## src/verilog/tps_pkg.sv

```systemverilog
//------------------------------------------------------------
// Behaviour
// - Same-word read and write at once: write data goes straight to read data.
// - Clocked write at or before the read clock edge: read returns new data.
// - Write clock edge after the hold window: read returns previously stored word.
// - Write inside the collision window: read output flagged unknown.
// - Strobe write falling at or before read clock edge: read returns new data.
// - Write strobe falling after the hold window: read returns the old word.
// - Collision outcomes identical in transparent and pipelined output modes.
// - Read select and strobe held low: asynchronous read follows read address alone.
// - Write parity error meaningless while parity generation is enabled.
// - Bit 8 carries parity; odd select high means odd, flags active high.
// - Pipelined output changes after second read clock edge, one cycle later.
//------------------------------------------------------------
package tps_pkg;

    //------------------------------------------------------------
    // Geometry
    //------------------------------------------------------------
    localparam int ADDR_W    = 8;
    localparam int DATA_W    = 9;
    localparam int PAR_BIT   = 8;
    localparam int DEPTH     = 256;

    //------------------------------------------------------------
    // Timing, core clock 250 MHz
    //------------------------------------------------------------
    localparam real CLK_PERIOD_NS = 4.0;
    // Negative setup: a write in the same core cycle counts as earlier
    localparam real SETUP_NS      = -0.1;
    localparam real HOLD_NS       = 7.0;
    localparam int  HOLD_CYC_RAW  = int'($floor(HOLD_NS / CLK_PERIOD_NS));
    localparam int  HOLD_CYC      = (HOLD_CYC_RAW < 1) ? 1 : HOLD_CYC_RAW;
    localparam int  CNT_W         = 3;

    //------------------------------------------------------------
    // Read port modes, one-hot
    //------------------------------------------------------------
    typedef enum logic [2:0] {
        RD_TRANSP = 3'h1,
        RD_PIPE   = 3'h2,
        RD_ASYNC  = 3'h4
    } tps_rd_mode_t;

    localparam logic [DATA_W-1:0] DATA_RST = 9'h000;
    localparam logic [CNT_W-1:0]  CNT_ZERO = 3'h0;

    //------------------------------------------------------------
    // Pin bundle from the fabric
    //------------------------------------------------------------
    typedef struct packed {
        logic                write_port_clock;
        logic                read_port_clock;
        logic                write_pulse_n;
        logic                write_strobe_n;
        logic                write_select_n;
        logic                read_strobe_n;
        logic                read_select_n;
        logic [ADDR_W-1:0]   write_addr;
        logic [ADDR_W-1:0]   read_addr;
        logic [DATA_W-1:0]   write_data;
        tps_rd_mode_t        read_mode;
        logic                write_async;
        logic                parity_generate_enable;
        logic                odd_parity_select;
    } tps_pins_t;

    // Parity bit that makes the 8 data bits odd or even
    function automatic logic par_bit(input logic [PAR_BIT-1:0] d, input logic odd);
        par_bit = (^d) ^ odd;
    endfunction : par_bit

endpackage : tps_pkg

```

## src/verilog/tps_sram.sv

```systemverilog
//------------------------------------------------------------
// Two-port 256x9 memory block, ports sampled on the core clock
//------------------------------------------------------------
module tps_sram
    import tps_pkg::*;
(
    // Core clock and reset
    input  wire logic                       clk,
    input  wire logic                       reset_n,
    // Fabric pins, asynchronous to clk
    input  wire tps_pkg::tps_pins_t         pins,
    // Read side results
    output logic [tps_pkg::DATA_W-1:0]      read_data,
    output logic                            read_parity_error,
    output logic                            read_data_unknown,
    // Write side result
    output logic                            write_parity_error
);
    import tps_pkg::*;

    //------------------------------------------------------------
    // Pin synchronisers
    //------------------------------------------------------------
    tps_pins_t                  meta_reg;
    tps_pins_t                  sync_reg;
    tps_pins_t                  prev_reg;

    // Two flops before any logic; prev only for edge detection
    always_ff @(posedge clk)
    begin
        meta_reg <= pins;
        sync_reg <= meta_reg;
        prev_reg <= sync_reg;
    end

    //------------------------------------------------------------
    // Storage and read path state
    //------------------------------------------------------------
    logic [DATA_W-1:0]          mem_reg [DEPTH];
    logic [DATA_W-1:0]          data1_reg;
    logic [DATA_W-1:0]          data1_next;
    logic [DATA_W-1:0]          pipe_reg;
    logic                       unk1_reg;
    logic                       unk1_next;
    logic                       unk_pipe_reg;
    logic [CNT_W-1:0]           hold_reg;
    logic [CNT_W-1:0]           hold_next;
    logic [ADDR_W-1:0]          held_addr_reg;
    logic                       wpe_reg;

    //------------------------------------------------------------
    // Edge and mode decode
    //------------------------------------------------------------
    wire logic wclk_rise   = sync_reg.write_port_clock & ~prev_reg.write_port_clock;
    wire logic rclk_rise   = sync_reg.read_port_clock & ~prev_reg.read_port_clock;
    wire logic wstb_fall   = ~sync_reg.write_strobe_n & prev_reg.write_strobe_n;
    wire logic mode_pipe   = sync_reg.read_mode == RD_PIPE;
    wire logic mode_async  = sync_reg.read_mode == RD_ASYNC;
    wire logic mode_sync   = (sync_reg.read_mode == RD_TRANSP) | mode_pipe;
    wire logic par_gen     = sync_reg.parity_generate_enable;

    // Selects and strobes are active low
    wire logic wr_sel      = ~sync_reg.write_select_n;
    wire logic rd_sel      = ~sync_reg.read_select_n & ~sync_reg.read_strobe_n;

    // Clocked write needs pulse and select low; strobe write fires on fall
    wire logic wr_sync_fire  = ~sync_reg.write_async & wclk_rise
                               & ~sync_reg.write_pulse_n & wr_sel;
    wire logic wr_async_fire = sync_reg.write_async & wstb_fall & wr_sel;
    wire logic wr_fire       = wr_sync_fire | wr_async_fire;
    wire logic rd_fire       = mode_sync & rclk_rise & rd_sel;
    wire logic rd_follow     = mode_async & rd_sel;

    //------------------------------------------------------------
    // Write word with optional generated parity
    //------------------------------------------------------------
    logic               wr_gen_bit;
    logic               wr_par_err;
    logic               rd_par_err;

    tps_parity u_wr_parity (
        .word    (sync_reg.write_data),
        .odd     (sync_reg.odd_parity_select),
        .gen_bit (wr_gen_bit),
        .error   (wr_par_err)
    );

    // Bit 8 replaced by generated parity when enabled
    wire logic [DATA_W-1:0] wr_word = par_gen
        ? {wr_gen_bit, sync_reg.write_data[PAR_BIT-1:0]}
        : sync_reg.write_data;

    //------------------------------------------------------------
    // Read word with same-word forwarding
    //------------------------------------------------------------
    // Setup is negative, so a write in the read's own cycle counts as first
    wire logic              same_word = wr_fire & (sync_reg.write_addr == sync_reg.read_addr);
    wire logic [DATA_W-1:0] rd_word   = same_word ? wr_word
                                                  : mem_reg[sync_reg.read_addr];
    // Write landing inside the hold window of the last read edge
    wire logic              late_hit  = wr_fire & ~rd_fire & (hold_reg != CNT_ZERO)
                                        & (sync_reg.write_addr == held_addr_reg);

    //------------------------------------------------------------
    // Storage write, no reset since contents are not cleared
    //------------------------------------------------------------
    always_ff @(posedge clk)
    begin
        if (wr_fire)
            mem_reg[sync_reg.write_addr] <= wr_word;
    end

    //------------------------------------------------------------
    // Read stage next values
    //------------------------------------------------------------
    // Late write past the hold window leaves the captured old word alone
    always_comb
    begin
        data1_next = data1_reg;
        unk1_next  = unk1_reg;
        hold_next  = (hold_reg != CNT_ZERO) ? hold_reg - 3'h1 : CNT_ZERO;
        if (rd_fire | rd_follow)
        begin
            data1_next = rd_word;
            unk1_next  = 1'b0;
            hold_next  = rd_fire ? CNT_W'(HOLD_CYC) : CNT_ZERO;
        end
        else if (late_hit)
        begin
            unk1_next  = 1'b1;
        end
    end

    //------------------------------------------------------------
    // Read stage and pipeline registers
    //------------------------------------------------------------
    // Pipeline stage moves on each read clock rise: same outcome, one edge later
    always_ff @(posedge clk)
    begin
        if (!reset_n)
        begin
            data1_reg     <= DATA_RST;
            unk1_reg      <= 1'b0;
            hold_reg      <= CNT_ZERO;
            held_addr_reg <= '0;
            pipe_reg      <= DATA_RST;
            unk_pipe_reg  <= 1'b0;
            wpe_reg       <= 1'b0;
        end
        else
        begin
            data1_reg     <= data1_next;
            unk1_reg      <= unk1_next;
            hold_reg      <= hold_next;
            if (rd_fire)
                held_addr_reg <= sync_reg.read_addr;
            if (mode_pipe & rclk_rise)
            begin
                pipe_reg     <= data1_reg;
                unk_pipe_reg <= unk1_reg;
            end
            // Flag forced quiet while generating, its value has no meaning
            wpe_reg       <= wr_par_err & ~par_gen;
        end
    end

    //------------------------------------------------------------
    // Outputs
    //------------------------------------------------------------
    assign read_data          = mode_pipe ? pipe_reg : data1_reg;
    assign read_data_unknown  = mode_pipe ? unk_pipe_reg : unk1_reg;
    assign write_parity_error = wpe_reg;

    tps_parity u_rd_parity (
        .word    (read_data),
        .odd     (sync_reg.odd_parity_select),
        .gen_bit (),
        .error   (rd_par_err)
    );

    assign read_parity_error = rd_par_err;
endmodule : tps_sram

```

## src/verilog/tps_parity.sv

```systemverilog
//------------------------------------------------------------
// Parity generate and check for one 9-bit word
//------------------------------------------------------------
module tps_parity
    import tps_pkg::*;
(
    // Word and polarity
    input  wire logic [tps_pkg::DATA_W-1:0] word,
    input  wire logic                       odd,
    // Results
    output logic                            gen_bit,
    output logic                            error
);
    // Error when total ones disagree with polarity
    assign gen_bit = par_bit(word[PAR_BIT-1:0], odd);
    assign error   = word[PAR_BIT] != gen_bit;
endmodule : tps_parity

```

## config.mk

```make
export PLATFORM = sky130hd
export DESIGN_NAME = tps_sram
export DESIGN_NICKNAME = d
export VERILOG_FILES = /design/src/verilog/tps_pkg.sv /design/src/verilog/tps_sram.sv /design/src/verilog/tps_parity.sv
export SDC_FILE = /design/constraint.sdc
export NUM_CORES = 2
export LEC_CHECK = 0
export BUFFER_PORTS_ARGS = -buffer_cell sky130_fd_sc_hd__buf_4
export CORE_MARGIN = 3
export CORE_UTILIZATION = 39
export CTS_BUF_LIST = sky130_fd_sc_hd__clkbuf_16
export CTS_CLUSTER_DIAMETER = 60
export DETAILED_ROUTE_END_ITERATION = 6
export PLACE_DENSITY = 0.51
export REMOVE_ABC_BUFFERS = 1
export SLEW_MARGIN = 10
export SYNTH_ARGS = -nofsm -noshare
export SYNTH_HDL_FRONTEND = slang
export SYNTH_SLANG_ARGS = --single-unit
```

## constraint.sdc

```tcl
create_clock -name clk -period 6.2 [get_ports clk]
set_input_delay 1.24 -clock clk [delete_from_list [all_inputs] [get_ports clk]]
set_output_delay 1.24 -clock clk [all_outputs]
set_load 0.1 [all_outputs]
```

# Word level (Yosys, flattened, before mapping)
# Memory sizes are Yosys's and may differ from the RTL's. A register that Yosys moved wholly into a read port is not among the register bits.
# Cells that the tools add are included.
# totals
regBits,102
mem_bits_rw,2304
output_inout_bits,12
elab_cells,91
memories,1
# memory_table
name,words,word_bits,rd,rd_ports_with_merged_regs,write_ports,line_no,source
mem_reg,256,9,1,1,1,tps_sram.sv:39,logic [DATA_W-1:0] mem_reg [DEPTH];
# op_classes
addsub,1
eq_ne,6
n_mux,8
bitwise_logic,33
reduce_logical,5
# ops
op,n
$mux 9,2
$and 1x1->1,17
$reduce_xor 8->1,2
$not 1->1,11
$eq 8x8->1,1
$mux 3,2
$mux 1,4
$eq 3x1->1 const B,1
$eq 3x2->1 const B,1
$eq 3x3->1 const B,1
$or 1x1->1,3
$reduce_bool 3->1,1
$sub 3x1->3 const B,1
$ne 1x1->1,2
$reduce_or 2->1,1
$xor 1x1->1,2
$logic_not 1->1,1

# Logic depth before layout (Yosys ltp)
# logic_depth
ltp_word,9
mapped_depth,13

# By module
# From an unflattened synthesis, not the netlist that was laid out.
# unflattened
hier_cells,4363
area_unflattened_um2,93479.7
# modules_own_cells
mod,n_inst,cells_per_inst,area_per_inst_um2,seq_area_each_um2
tps_sram,1,4347,93269.5,71408.5
tps_parity,2,8,105.1,0.0

# Worst setup path after synthesis
# No wires, ideal clock.
# synth_path
path_type,reg-to-reg
start,register sync_reg[8] (netlist name)
end,memory mem_reg[0][8] (data pin)
arrival_time_ns,6.308
required_time_ns,5.641
slack_ns,-0.667
path_stages_with_launch,6
n_path_buf,0
cell_sequence,dfxtp_1 xnor2_1 xnor2_1 xnor2_1 xnor2_1 mux2_2
# synth_between
elab_chain_cells,3
# synth_rtl
item,line_no,source
from (decl),tps_sram.sv:25,tps_pins_t sync_reg;
from (signal assigned),tps_sram.sv:32,sync_reg <= meta_reg;
$reduce_xor 8->1,tps_pkg.sv:70,par_bit = (^d) ^ odd;
$xor 1x1->1,tps_pkg.sv:70,
$mux 9,tps_sram.sv:90,"? {wr_gen_bit, sync_reg.write_data[PAR_BIT-1:0]}"
net wr_word[8],tps_sram.sv:89,wire logic [DATA_W-1:0] wr_word = par_gen
to (decl),tps_sram.sv:39,
# The timed path passes the listed nets, and every way through them passes these cells.

# Worst setup path in the final report
# layout_path
start,register sync_reg[5] (netlist name)
end,output read_parity_error
# layout_between
elab_chain_cells,5
# layout_rtl
item,line_no,source
$eq 3x2->1 (*),tps_sram.sv:57,wire logic mode_pipe = sync_reg.read_mode == RD_PIPE;
$mux 9 (*),tps_sram.sv:170,assign read_data = mode_pipe ? pipe_reg : data1_reg;
$reduce_xor 8->1,tps_pkg.sv:70,
$xor 1x1->1,tps_pkg.sv:70,
$ne 1x1->1 (*),tps_parity.sv:16,assign error = word[PAR_BIT] != gen_bit;
to (decl),tps_sram.sv:14,"output logic read_parity_error,"
# Mark *: on every way between the ends. The rest lies on a longest branch, timed or not.

==> reports/results.ini <==
[outcome]
status = finished, final reports clean

[clock_tree]
cts_tree = built
cts_resized = 0
clock-sinks = 2415
cts_hold_buffers = 0
clockBufferDepth = 4
cts_inserted_buffers = 283
cts-root-buf = clkbuf_16
insertion_delay_ns = 0.96
clk_pin_slew_worst_paths_ns = 0.06
cts.htree.levels = 5
post-cts-setup-buffer-count = 0

[sta]
fin_tns_setup_ns = 0
max_freq_ghz = 0.2011
relSlewSlack = 0.07452
finalClockSkew_ns = 0.08168
min_period_over_period = 0.8022
maxSlewViolCount = 0
hold_viol_final = 0
min_period_ns = 4.974
rsz0062_at_grt = no
setup-violations-final = 0
timing.hold.ws_ns = 0.3114
tightestPinTransition_ns = 1.376

[global_routing]
use_met2 = 0.3379
grt_use_met1 = 0.3141
grtUsageTotal = 0.2175
grt_pass1_wl_um = 373800
grt_start_max_net_pins = 158
grt.met3_usage = 0.03670
grt_pass1_vias = 47050
grt_overflow_total = 0
antenna_found_initial = 15
busiest_layer = met2

[placed_design]
port_buffers = 51
dp_hpwl_um = 163200
gp_congestion = 0.8102

[pwr]
switchingPower_mw = 7.802
p_per_area_nw_per_um2 = 337.7
clkPwrFrac = 0.440
ir_drop_mv = 0.3019
combPwrFrac = 0.051
swShare = 0.2189
leakage_nw = 33.42
power.internal_mw = 27.83
finalPower_mw = 35.64
p_seq_frac = 0.509

[layout]
num-nets-final = 4715
layout_common_cells = 2,304 x edfxtp_1, 455 x mux4_2, 302 x nor2_1, 291 x clkbuf_16, 226 x mux2i_1
area_delta_synth_final_pct = 13.62
largest_reg_flops = 2304
utilization = 0.4470
final_common_cell = edfxtp_1
final_layout_size_suffix_gt1_frac = 0.2222

[yosys]
synthCells = 4465
avgSynthCellArea_um2 = 20.80
async_reset_ff_frac = 0
seq_area_frac_synth = 0.7688
syn_area_um2 = 92880
ys_seq_elements = 2415
yosys_warnings = 0
ys.flop_type = edfxtp_1
synth_edf_count = 2304
synth.distinct_cells = 75

[critical_path]
crit_type = reg -> out
cp.required_ns = 4.96
crit_fanout = 11
end_kind = primary output
arrival_ns = 3.73
setup.worst_path.start_class = register

[drt]
antenna_left = 0
avgRoutedWirePerCell_um = 33.21
post-route-drc-count = 0
drtPass1Iterations = 5
drt_iter0_markers = 5489
viasPerCell = 5.791
vias = 46490
routed_wirelength_um = 266600

[die]
dieArea_um2 = 244100
initial_utilization = 0.3934
rows = 178
die_w_um = 494.0
pin_count = 52
die_height_um = 494.0
core_um2 = 236100

[run]
cap_violations = 0

[worst_hold_path]
hp-class = reg -> reg

-- synthesized netlist by cell type, types with 14 or more instances --
| library cell | n | share of area |
|---|---|---|
| nor2b_1 | 27 | 0.0018 |
| buf_6 | 24 | 0.0029 |
| o221ai_1 | 32 | 0.0030 |
| a22o_1 | 15 | 0.0014 |
| o21ai_0 | 17 | 0.00092 |
| nor3_1 | 18 | 0.00097 |
| xnor2_1 | 15 | 0.0014 |
| a22oi_1 | 185 | 0.015 |
| nand3_1 | 33 | 0.0018 |
| o22ai_1 | 24 | 0.0016 |
| a211oi_1 | 22 | 0.0018 |
| a21oi_1 | 92 | 0.0050 |
| nor4_1 | 22 | 0.0015 |
| dfxtp_1 | 111 | 0.024 |
| mux2i_1 | 226 | 0.024 |
| mux2_2 | 14 | 0.0017 |
| edfxtp_1 | 2304 | 0.74 |
| clkbuf_1 | 92 | 0.0037 |
| mux4_1 | 37 | 0.010 |
| buf_4 | 39 | 0.0032 |
| xor2_1 | 14 | 0.0013 |
| nor2_1 | 306 | 0.012 |
| nand4_1 | 24 | 0.0016 |
| mux4_2 | 455 | 0.11 |
| nand2_1 | 80 | 0.0032 |
| buf_2 | 77 | 0.0041 |
-- metal layers --
layer | routed length (µm) | share of wire
met5 | 43 | 0.00016
met2 | 125000 | 0.47
met1 | 115000 | 0.43
met4 | 8409 | 0.032
met3 | 18190 | 0.068
-- cell type report --
cell class                      instances  area [µm²]
Antenna cell                            7       17.52
Sequential cell                      2415       71460
Fill cell                           20130      130500
Inverter                                9       33.78
Clock buffer                          291        7282
Tap cell                             3150        3941
Timing Repair Buffer                  188        1634
Clock inverter                        191        1349
Multi-Input combinational cell       1776       19820
-- cell families after synthesis --
logic type,share of synthesized area
XOR/XNOR,0.003503
flip-flops,0.7688
buffers and inverters,0.01914
adder cells (fa/ha/maj),0.0002694
multiplexers,0.1468
AO/OA/AOI/OAI,0.03366
AND/OR/NAND/NOR,0.02776
-- power by group through the flow --
stage	Sequential, mW	Combinational [mW]	Clock (mW)
after detailed placement	18.5	1.83	0
final	18.1	1.81	15.7
after global routing	18.1	1.90	16.6
after CTS	18.2	1.83	15.9
after global placement	18.5	1.81	0
after floorplan	18.7	1.32	0
-- critical path, cell delays in order (launching register included) --
cell and delay [ns]:
dfxtp_1 0.34, nor3b_2 0.79, mux2_2 0.45, xor2_1 0.27, xor3_1 0.28, xor3_1 0.34, buf_4 0.34
-- worst paths after layout --
check	startpoint	endpoint	slack (ns)	cells past startpoint
worst min-delay path	meta_reg[35]	sync_reg[35]	0.31	0
worst min register to register	meta_reg[35]	sync_reg[35]	0.31	0
worst max-delay path	sync_reg[5]	read_parity_error	1.23	6
worst max register to register	sync_reg[15]	data1_reg[6]	1.57	9
-- metrics by stage --
stage	worst slack (ns)	instances	cell area [µm²]
2_1_floorplan	-21.59	4200	91140
3_3_place_gp	1.668	7536	96850
6_report	1.226	8027	105500
3_5_place_dp	1.651	7538	96890
4_1_cts	1.173	8020	105500
5_1_grt	1.129	8025	105500
Note: power is estimated with default switching activity, not from simulation.
